## src/host_port_fifo_burst_pkg.sv

```systemverilog
`default_nettype none
package host_port_fifo_burst_pkg;

    ////////////////////////////////////////////////////////////////////////////////
    // Sizes
    localparam int          DEPTH      = 8;
    localparam int          WIDTH      = 32;
    localparam int          PTR_W      = 3;
    localparam int          CNT_W      = 4;
    localparam int          LEN_W      = 3;
    localparam int          TMO_W      = 16;
    localparam logic [3:0]  FULL_CNT   = 4'h8;
    localparam logic [3:0]  BURST_CNT  = 4'h4;
    localparam logic [2:0]  BURST_LEN  = 3'h4;
    localparam logic [2:0]  SINGLE_LEN = 3'h1;
    localparam logic [31:0] ADDR_STEP  = 32'h0000_0004;

    ////////////////////////////////////////////////////////////////////////////////
    // Register word addresses
    localparam logic [2:0] CTRL_OFS    = 3'h0;
    localparam logic [2:0] CONFIG_OFS  = 3'h1;
    localparam logic [2:0] RD_ADDR_OFS = 3'h2;
    localparam logic [2:0] WR_ADDR_OFS = 3'h3;
    localparam logic [2:0] SH_ADDR_OFS = 3'h4;
    localparam logic [2:0] DATA_AI_OFS = 3'h5;
    localparam logic [2:0] DATA_SG_OFS = 3'h6;
    localparam logic [2:0] STATUS_OFS  = 3'h7;

    ////////////////////////////////////////////////////////////////////////////////
    // Fields and reset values
    localparam int              SPLIT_BIT = 0;
    localparam int              FETCH_BIT = 1;
    localparam logic [TMO_W-1:0] TMO_RESET = 16'h0100;

    typedef enum logic [1:0] {DMA_IDLE, DMA_READ, DMA_WRITE} dma_state_t;

    typedef struct packed {
        logic             req;
        logic             we;
        logic [31:0]      addr;
        logic [LEN_W-1:0] len;
        logic [31:0]      wdata;
    } dma_cmd_t;

    typedef struct packed {
        logic                        wait_r;
        logic [31:0]                 rdata;
        logic                        hrn;
        logic                        arm;
        logic                        split;
        logic [TMO_W-1:0]            tmo;
        logic [TMO_W-1:0]            tcnt;
        logic [31:0]                 rd_addr;
        logic [31:0]                 wr_addr;
        logic [DEPTH-1:0][WIDTH-1:0] rfifo;
        logic [PTR_W-1:0]            rwp;
        logic [PTR_W-1:0]            rrp;
        logic [CNT_W-1:0]            rcnt;
        logic [DEPTH-1:0][WIDTH-1:0] wfifo;
        logic [PTR_W-1:0]            wwp;
        logic [PTR_W-1:0]            wrp;
        logic [CNT_W-1:0]            wcnt;
        logic                        prefetch;
        logic                        single_req;
        logic                        rflush;
        logic                        wflush;
        dma_state_t                  dma_st;
        logic [LEN_W-1:0]            remain;
        dma_cmd_t                    cmd;
    } state_t;

endpackage
`default_nettype wire

```

## src/host_port_fifo_burst.sv

```systemverilog
// Summary of operation
// Writing the read address register flushes the read FIFO, discarding its data.
// A DMA write into the read FIFO finishes before the read flush.
// Read bursting starts on autoincrement data read or prefetch command.
// Autoincrement read fills FIFO with two 4-word bursts; host held until data.
// Afterwards a 4-word burst whenever four locations free, until read flush.
// Prefetch command bit stores nothing; writing 1 starts prefetching.
// Host precedes a prefetch command with an address write or single access.
// Single data read flushes read FIFO, fetches one word, stops prefetching.
// Writing the write address register drains the write FIFO to memory.
// Autoincrement writes queue; 4-word bursts while at least four words held.
// With eight words in the write FIFO the host is held off.
// On timeout fewer than four words drain as one short burst or single.
// Timeout counter restarts on every push; period from write_timeout_field.
// Software changes write_timeout_field once, with FIFOs empty and idle.
// Single data write flushes write FIFO, writes one word, stops bursting.
// Host precedes a single data write with an address write or single access.
// Read flush waits for ongoing host access and DMA, then resets pointers.
// Write flush waits for pending work, then forces posted writes out.
// Data cycles arriving during a flush are held off until it completes.
// Split mode off: any flush or shared address write flushes both FIFOs.
// Split mode off: autoinc access against the other nonempty FIFO flushes both.
// Split mode on: address registers independent, flushes do not couple.
// Read and write FIFOs are eight 32-bit words deep.
//
// Design decisions made here: the register addresses and the Avalon-MM slave port.
`timescale 1ns/1ps
`default_nettype none
module host_port_fifo_burst
    import host_port_fifo_burst_pkg::*;
(
    input  wire logic        ref_clk,
    input  wire logic        rstn,
    input  wire logic [2:0]  avs_address,
    input  wire logic        avs_read,
    input  wire logic        avs_write,
    input  wire logic [31:0] avs_writedata,
    output var  logic [31:0] avs_readdata,
    output var  logic        avs_waitrequest,
    output var  logic        host_ready_n,
    output var  dma_cmd_t    dma_cmd,
    input  wire logic        dma_gnt,
    input  wire logic        dma_rvalid,
    input  wire logic [31:0] dma_rdata,
    input  wire logic        dma_wack
);

    state_t s;
    state_t next_s;

    logic   req;
    logic   is_data;
    logic   ok;
    logic   set_rf;
    logic   set_wf;
    logic   rpush;
    logic   rpop;
    logic   wpush;
    logic   wpop;

    ////////////////////////////////////////////////////////////////////////////////
    // Next state
    always_comb
    begin
        next_s     = s;
        next_s.wait_r = 1'b1;
        req        = (avs_read | avs_write) & s.wait_r;
        is_data    = (avs_address == DATA_AI_OFS) | (avs_address == DATA_SG_OFS);
        ok         = 1'b0;
        set_rf     = 1'b0;
        set_wf     = 1'b0;
        rpush      = 1'b0;
        rpop       = 1'b0;
        wpush      = 1'b0;
        wpop       = 1'b0;

        // First cycle of a request raises its flush conditions
        if (req && !s.arm)
        begin
            next_s.arm = 1'b1;
            case (avs_address)
                RD_ADDR_OFS:
                begin
                    // read address write flushes
                    set_rf = avs_write;
                end
                WR_ADDR_OFS:
                begin
                    // write address write flushes
                    set_wf = avs_write;
                end
                SH_ADDR_OFS:
                begin
                    // shared address flushes both
                    set_rf = avs_write;
                    set_wf = avs_write;
                end
                DATA_AI_OFS:
                begin
                    // direction change flushes both
                    set_rf = !s.split && (avs_read ? s.wcnt != '0 : s.rcnt != '0);
                end
                DATA_SG_OFS:
                begin
                    // single read flushes, fetches one
                    if (avs_read)
                    begin
                        set_rf            = 1'b1;
                        next_s.single_req = 1'b1;
                    end
                    // single write flushes first
                    set_wf = avs_write;
                end
                default:
                begin
                end
            endcase
        end

        // Armed request waits for its resource
        if (req && s.arm)
        begin
            case (avs_address)
                RD_ADDR_OFS:
                begin
                    // address changes after flush completes
                    ok = avs_read | (!s.rflush && s.dma_st != DMA_READ);
                end
                WR_ADDR_OFS:
                    ok = avs_read | (!s.wflush && s.dma_st != DMA_WRITE);
                SH_ADDR_OFS:
                    ok = avs_read | (!s.rflush && !s.wflush && s.dma_st == DMA_IDLE);
                DATA_AI_OFS:
                begin
                    if (avs_read)
                    begin
                        // held until read data available
                        ok = !s.rflush && s.rcnt != '0 &&
                             (s.split || (s.wcnt == '0 && !s.wflush));
                        // autoincrement read starts prefetch
                        if (!s.rflush)
                            next_s.prefetch = 1'b1;
                    end
                    else
                    begin
                        // full write FIFO holds host off
                        ok = !s.wflush && s.wcnt != FULL_CNT &&
                             (s.split || (s.rcnt == '0 && !s.rflush));
                    end
                end
                DATA_SG_OFS:
                begin
                    // held off while flushing
                    if (avs_read)
                        ok = !s.rflush && !s.single_req && s.rcnt != '0;
                    else
                        ok = !s.wflush && s.wcnt == '0 && s.dma_st == DMA_IDLE;
                end
                default:
                    ok = 1'b1;
            endcase
        end

        next_s.hrn = req && is_data && !ok;

        ////////////////////////////////////////////////////////////////////////////////
        // Accepted access
        if (ok)
        begin
            next_s.wait_r = 1'b0;
            next_s.arm    = 1'b0;
            next_s.rdata  = '0;
            case (avs_address)
                CTRL_OFS:
                begin
                    next_s.rdata[SPLIT_BIT] = s.split;
                    if (avs_write)
                        next_s.split = avs_writedata[SPLIT_BIT];
                end
                CONFIG_OFS:
                begin
                    next_s.rdata[TMO_W-1:0] = s.tmo;
                    if (avs_write)
                        next_s.tmo = avs_writedata[TMO_W-1:0];
                end
                RD_ADDR_OFS, SH_ADDR_OFS:
                begin
                    next_s.rdata = s.rd_addr;
                    if (avs_write)
                    begin
                        next_s.rd_addr = avs_writedata;
                        // shared write sets both pointers
                        if (avs_address == SH_ADDR_OFS)
                            next_s.wr_addr = avs_writedata;
                    end
                end
                WR_ADDR_OFS:
                begin
                    next_s.rdata = s.wr_addr;
                    if (avs_write)
                        next_s.wr_addr = avs_writedata;
                end
                DATA_AI_OFS, DATA_SG_OFS:
                begin
                    if (avs_read)
                    begin
                        next_s.rdata = s.rfifo[s.rrp];
                        rpop         = 1'b1;
                        next_s.rrp   = PTR_W'(s.rrp + 1'b1);
                    end
                    else
                    begin
                        // autoincrement writes queue
                        wpush                  = 1'b1;
                        next_s.wfifo[s.wwp]    = avs_writedata;
                        next_s.wwp             = PTR_W'(s.wwp + 1'b1);
                        // lone word written singly
                        if (avs_address == DATA_SG_OFS)
                            next_s.wflush = 1'b1;
                    end
                end
                default:
                begin
                    next_s.rdata = {20'h00000, s.rcnt, s.wcnt, s.prefetch,
                                    s.single_req, s.rflush, s.wflush};
                end
            endcase
        end

        ////////////////////////////////////////////////////////////////////////////////
        // Write timeout
        // restart on new data
        if (wpush)
            next_s.tcnt = '0;
        else if (s.wcnt != '0 && s.wcnt < BURST_CNT && !s.wflush && s.dma_st == DMA_IDLE)
        begin
            // expiry drains short remainder
            if (s.tcnt >= s.tmo)
            begin
                set_wf      = 1'b1;
                next_s.tcnt = '0;
            end
            else
                next_s.tcnt = TMO_W'(s.tcnt + 1'b1);
        end

        ////////////////////////////////////////////////////////////////////////////////
        // DMA engine
        if (s.cmd.req && dma_gnt)
            next_s.cmd.req = 1'b0;
        case (s.dma_st)
            DMA_IDLE:
            begin
                if (s.rflush)
                begin
                    // pointers reset once DMA idle
                    next_s.rrp      = '0;
                    next_s.rwp      = '0;
                    next_s.prefetch = 1'b0;
                    next_s.rflush   = 1'b0;
                end
                else if (s.wcnt >= BURST_CNT || (s.wflush && s.wcnt != '0))
                begin
                    // posted words forced out
                    next_s.cmd.req   = 1'b1;
                    next_s.cmd.we    = 1'b1;
                    next_s.cmd.addr  = s.wr_addr;
                    next_s.cmd.len   = (s.wcnt >= BURST_CNT) ? BURST_LEN : s.wcnt[LEN_W-1:0];
                    next_s.cmd.wdata = s.wfifo[s.wrp];
                    next_s.remain    = next_s.cmd.len;
                    next_s.dma_st    = DMA_WRITE;
                end
                else if (s.wflush)
                    next_s.wflush = 1'b0;
                else if (s.single_req)
                begin
                    next_s.cmd.req    = 1'b1;
                    next_s.cmd.we     = 1'b0;
                    next_s.cmd.addr   = s.rd_addr;
                    next_s.cmd.len    = SINGLE_LEN;
                    next_s.remain     = SINGLE_LEN;
                    next_s.single_req = 1'b0;
                    next_s.dma_st     = DMA_READ;
                end
                // burst whenever four locations free
                else if (s.prefetch && (FULL_CNT - s.rcnt) >= BURST_CNT)
                begin
                    next_s.cmd.req  = 1'b1;
                    next_s.cmd.we   = 1'b0;
                    next_s.cmd.addr = s.rd_addr;
                    next_s.cmd.len  = BURST_LEN;
                    next_s.remain   = BURST_LEN;
                    next_s.dma_st   = DMA_READ;
                end
            end
            DMA_READ:
            begin
                if (dma_rvalid)
                begin
                    // incoming words land before flush
                    rpush               = 1'b1;
                    next_s.rfifo[s.rwp] = dma_rdata;
                    next_s.rwp          = PTR_W'(s.rwp + 1'b1);
                    next_s.rd_addr      = s.rd_addr + ADDR_STEP;
                    next_s.remain       = LEN_W'(s.remain - 1'b1);
                    if (s.remain == SINGLE_LEN)
                        next_s.dma_st = DMA_IDLE;
                end
            end
            DMA_WRITE:
            begin
                if (dma_wack)
                begin
                    wpop             = 1'b1;
                    next_s.wrp       = PTR_W'(s.wrp + 1'b1);
                    next_s.cmd.wdata = s.wfifo[PTR_W'(s.wrp + 1'b1)];
                    next_s.wr_addr   = s.wr_addr + ADDR_STEP;
                    next_s.remain    = LEN_W'(s.remain - 1'b1);
                    if (s.remain == SINGLE_LEN)
                        next_s.dma_st = DMA_IDLE;
                end
            end
            default:
                next_s.dma_st = DMA_IDLE;
        endcase

        // occupancy of the eight-word FIFOs
        next_s.rcnt = CNT_W'(s.rcnt + CNT_W'(rpush) - CNT_W'(rpop));
        next_s.wcnt = CNT_W'(s.wcnt + CNT_W'(wpush) - CNT_W'(wpop));
        if (s.dma_st == DMA_IDLE && s.rflush)
            next_s.rcnt = '0;

        // coupled flushes when split mode off
        if (!s.split && (set_rf || set_wf))
        begin
            set_rf = 1'b1;
            set_wf = 1'b1;
        end
        if (set_rf)
            next_s.rflush = 1'b1;
        if (set_wf)
            next_s.wflush = 1'b1;

        // prefetch command is decoded, not stored
        if (ok && avs_write && avs_address == CTRL_OFS && avs_writedata[FETCH_BIT])
            next_s.prefetch = 1'b1;
    end

    ////////////////////////////////////////////////////////////////////////////////
    // State register
    always_ff @(posedge ref_clk or negedge rstn)
    begin
        if (!rstn)
        begin
            s        <= '0;
            s.wait_r <= 1'b1;
            s.tmo    <= TMO_RESET;
        end
        else
            s <= next_s;
    end

    assign avs_readdata    = s.rdata;
    assign avs_waitrequest = s.wait_r;
    assign host_ready_n    = s.hrn;
    assign dma_cmd         = s.cmd;

endmodule // host_port_fifo_burst
`default_nettype wire

```

## config.mk

```make
export PLATFORM = sky130hd
export DESIGN_NAME = host_port_fifo_burst
export DESIGN_NICKNAME = d
export VERILOG_FILES = /design/src/host_port_fifo_burst_pkg.sv /design/src/host_port_fifo_burst.sv
export SDC_FILE = /design/constraint.sdc
export NUM_CORES = 1
export LEC_CHECK = 0
export BUFFER_PORTS_ARGS = -buffer_cell sky130_fd_sc_hd__buf_2
export CAP_MARGIN = 30
export CORE_MARGIN = 2
export CORE_UTILIZATION = 55
export DETAILED_ROUTE_END_ITERATION = 10
export PLACE_DENSITY_LB_ADDON = 0.05
export SLEW_MARGIN = 10
export SYNTH_ARGS = -nofsm -noshare
export SYNTH_HDL_FRONTEND = slang
export SYNTH_SLANG_ARGS = --single-unit
```

## constraint.sdc

```tcl
create_clock -name ref_clk -period 4.5 [get_ports ref_clk]
set_input_delay 0.45 -clock ref_clk [delete_from_list [all_inputs] [get_ports ref_clk]]
set_output_delay 0.45 -clock ref_clk [all_outputs]
set_load 0.1 [all_outputs]
```

==> flow_results.org <==
** Drt
- DRC marker count from the first detailed-route iteration :: 2,583
- Routed met1 length :: 46,400 um
- Total iterations of the first detailed-routing run :: 7
- After detailed routing, the average wire length per cell comes to 26.0 um.
- For this block, the via count after detailed routing is 27,050.
- Remaining number of nets flagged by the antenna check after routing :: 0
- After detailed routing, the total wire length is 110,000 um.
- Detailed-route DRC error count :: 0
- Dividing the detail-routed via count by the number of cells gives 6.42.
- Topmost layer with routed signal wires :: met5
- Wire length on met2 :: 52,200 um
- Met3 Routed Length :: 6600 um

** Worst setup path
- Critical path origin :: s[346]$_DFF_PN0_
- RR Endpoint :: s[144]$_DFFE_PN0P_
- Slack of the worst reg-to-reg path :: 0.63 ns
- Worst Setup Start Kind :: flop
- STA puts the critical path data arrival time at 4.39 ns.
- R2r worst-path depth :: 11
- The critical path is of the reg -> reg type.
- STA puts the critical path data required time at 5.02 ns.
- Beginning of the worst register-to-register path :: s[346]$_DFF_PN0_
- Along the worst path, the maximum fanout reaches 32.
- Element type at the critical path end :: flop

** Job
- Count of maximum capacitance violations :: 0

** Min path
- The worst hold path terminates at s[505]$_DFFE_PN0P_.
- In this run the most critical hold path is launched from dma_rdata[23].
- Cell depth of the worst hold path :: 2
- Worst min-delay path category :: in -> reg

** Global route
- The via count of the first global-routing pass came to 27,861.
- Pin count of the biggest net entering global routing :: 130
- For this run the aggregate overflow at the end of global routing stands at 0.
- Global-route wire length before repair :: 170,000 um
- GRT Total Usage :: 0.301
- The number of antenna violations at the first check in global routing is 8.

** Yosys
- Total of warnings raised by yosys :: 0
- Each instance of the synthesized netlist takes up on average 12.1 um2.
- In this run, synthesis inferred 0 flip-flops with an integrated enable.
- The largest total area in the synthesized netlist belongs to sky130_fd_sc_hd__dfrtp_1.
- Of the synthesized area, sequential elements account for 0.475.
- After synthesis the cells add up to 39,100 um2.
- Most repeated cell in the gate-level netlist after synthesis :: sky130_fd_sc_hd__dfrtp_1
- Area share of the leading cell type in the synthesized netlist :: 0.474
- Number of distinct library cells after synthesis :: 64
- Top post-synthesis cells by area :: sky130_fd_sc_hd__dfrtp_1 47%, sky130_fd_sc_hd__mux2_2 17%, sky130_fd_sc_hd__mux4_2 11%, sky130_fd_sc_hd__a21oi_1 3.0%, sky130_fd_sc_hd__buf_4 2.1%
- Most numerous cell types in the synthesized netlist :: 740 x sky130_fd_sc_hd__dfrtp_1, 576 x sky130_fd_sc_hd__mux2_2, 233 x sky130_fd_sc_hd__a21oi_1
- Synthesized netlist cell count :: 3,223
- For this run, the leading register cell type out of synthesis is sky130_fd_sc_hd__dfrtp_1.
- After synthesis the netlist holds a flip-flop and latch count of 742.
- Number of nets produced by synthesis :: 3,341
- Share of synthesized registers carrying an async set or reset :: 1.00

** Pwr
- Power per standard cell area :: 689 nW/um2
- Of the total power, registers draw 0.348.
- Of the total power, the share spent switching nets is 0.429.
- Across the VDD grid, the largest voltage drop is 0.000764 V.
- Portion of total power attributed to combinational logic :: 0.421
- Internal power comes to 16,900 uW.
- Leakage :: 0.0198 uW
- Summed over all nets, the switching power comes to 12,700 uW.
- Total power for the finished layout comes to 29,700 uW.
- Of the total power, the clock network draws 0.231.

** Finish
- Share of cells above drive strength 1 :: 0.370
- Total area of sequential cells :: 18,600 um2
- Fill cell count :: 5,589
- The net count of the finished layout is 3,326.
- The multi-input combinational cells in the finished layout cover a total of 18,500 um2.
- Growth of design area from synthesis to finish :: 10.2%

** CTS
- The clock passes through at most 3 buffers.
- For this design, the sink count on the clock tree is 742.
- The cell sitting at the root of the clock tree is a sky130_fd_sc_hd__clkbuf_16.
- TritonCTS created 82 clock buffers.
- Clock latency on the worst-skew pair, taken at its later pin, is 0.64 ns.
- CTS built an H-tree with a depth of 3.
- Clock tree from TritonCTS :: done
- After clock tree synthesis, the repair step resized 0 gates.
- Clock-pin slew was measured on the worst setup and hold paths at 0.06 ns.

** Floorplan
- For this design the top-level I/O count stands at 177.
- The floorplan has 97 rows.
- Floorplan die height :: 271 um
- Core area :: 70,100 um2
- Floorplan die width :: 271 um
- For this configuration, the core starts out at a cell density of 0.557.
- The die covers 73,200 um2.

** Timing
- Hold violation total from the final report :: 0
- Final period demand of the worst path :: 3.87 ns
- Final clock skew :: 0.0176 ns
- In this run the tightest slew margin relative to its limit is 0.309.
- Setup repair after global routing missed its margin :: false
- Worst hold margin :: 0.139 ns
- Setup Viol. Count Final :: 0
- The max-slew violation total from the final report came to 0.
- At the pin with the least slew margin, the transition time is 1.04 ns.
- Summed over all failing endpoints, the final setup total negative slack is 0 ns.
- Upper clock frequency limit :: 258 MHz
- Period utilization :: 0.861

** Placement
- HPWL reported at the end of detailed placement :: 72,500 um
- Weighted congestion at the end of routability-driven global placement :: 0.928
- Port buffering added 176 buffers.

** Run status
- The run finished with clean final reports.
registers in the layout (all words and copies together) (netlist names):
name and flops:
host_ready_n 1, avs_waitrequest 1, dma_cmd 69, s 639, avs_readdata 32
cell families (layout without fill, tap and decap cells):
family / Yosys count / in the layout / share of synthesized area
DFF: 742 / 742 / 0.475
and+or+nand+nor: 573 / 573 / 0.0695
buffers and inverters: 456 / 508 / 0.0551
muxes: 827 / 827 / 0.292
AOI/OAI and AO/OA: 563 / 563 / 0.0897
adders and majority gates: 44 / 44 / 0.0145
xor gates and xnor gates: 18 / 18 / 0.00403
other: 0 / 1 / 0
critical path, stage by stage (launching register included):
cell and delay (ns):
sky130_fd_sc_hd__dfrtp_1 0.41, sky130_fd_sc_hd__inv_1 0.11, sky130_fd_sc_hd__ha_1 0.20, sky130_fd_sc_hd__nor3b_1 0.13
sky130_fd_sc_hd__buf_4 0.15, sky130_fd_sc_hd__or3_1 0.36, sky130_fd_sc_hd__a211oi_1 0.47, sky130_fd_sc_hd__nor4_4 0.17
sky130_fd_sc_hd__nor4_4 0.56, sky130_fd_sc_hd__nor4bb_4 0.29, sky130_fd_sc_hd__buf_4 0.50, sky130_fd_sc_hd__mux2_2 0.40
per-layer routing:
layer	global-route usage	vias up
met5	0	-
met4	0.116	8
met3	0.0479	219
met2	0.485	949
met1	0.412	14100
li1	-	11774
power by group through the flow:
| stage | registers [uW] | logic (uW) | clock network (uW) |
|---|---|---|---|
| global placement | 10300 | 12300 | 0 |
| CTS | 10300 | 12500 | 6980 |
| detailed placement | 10400 | 12500 | 0 |
| finish | 10300 | 12500 | 6860 |
| floorplan | 9360 | 10400 | 0 |
| global route | 10600 | 13300 | 7270 |
worst max path at each step:
stage	endpoint	slack [ns]	depth (start not counted)
CTS	s[151]$_DFFE_PN0P_	0.66	11
detailed placement	s[144]$_DFFE_PN0P_	0.62	9
finish	s[144]$_DFFE_PN0P_	0.63	11
global route	s[144]$_DFFE_PN0P_	0.46	11
global placement	s[149]$_DFFE_PN0P_	0.74	9
floorplan	s[346]$_DFF_PN0_	0.91	15
metrics by stage:
step	utilization	setup slack (ns)	cell area, um2	cells
after floorplan	-	0.909	39100	3223
after global placement	0.574	0.740	40300	4058
after detailed placement	0.574	0.615	40300	4061
after CTS	0.614	0.661	43000	4213
after global routing	0.614	0.457	43100	4215
final	0.614	0.625	43100	4216
cell type report:
cell class                 count  area share
clock inverter                30     0.00883
tap                          940      0.0273
sequential                   742       0.432
clock buffer                 121      0.0550
multi-input combinational   2025       0.429
inverter                      82     0.00715
timing repair buffer         275      0.0411
antenna                        1   0.0000581
repair_timing:
| action | in CTS | in global routing |
|---|---|---|
| hold endpoints to repair | 77 | 0 |
| hold buffers | 1 | 0 |
| buffers inserted | 0 | 0 |
cell usage in the layout, fill, tap and decap left out, drive strengths merged, types with 14 or more instances in the layout:
master,netlist,layout
mux2i,52,52
mux2,583,583
a221oi,16,16
clkinv,1,17
buf,165,273
a222oi,47,47
a22oi,14,14
dfrtp,740,740
nand2,170,170
o211ai,21,21
o21ai,116,116
nor2,178,178
o22ai,37,37
a211oi,19,19
a21oi,233,233
clkbuf,209,122
nor2b,48,48
nand3,43,43
mux4,192,192
and3,19,19
inv,81,84
nor3,29,29
ha,42,42
Note: power is estimated with default switching activity, not from simulation.
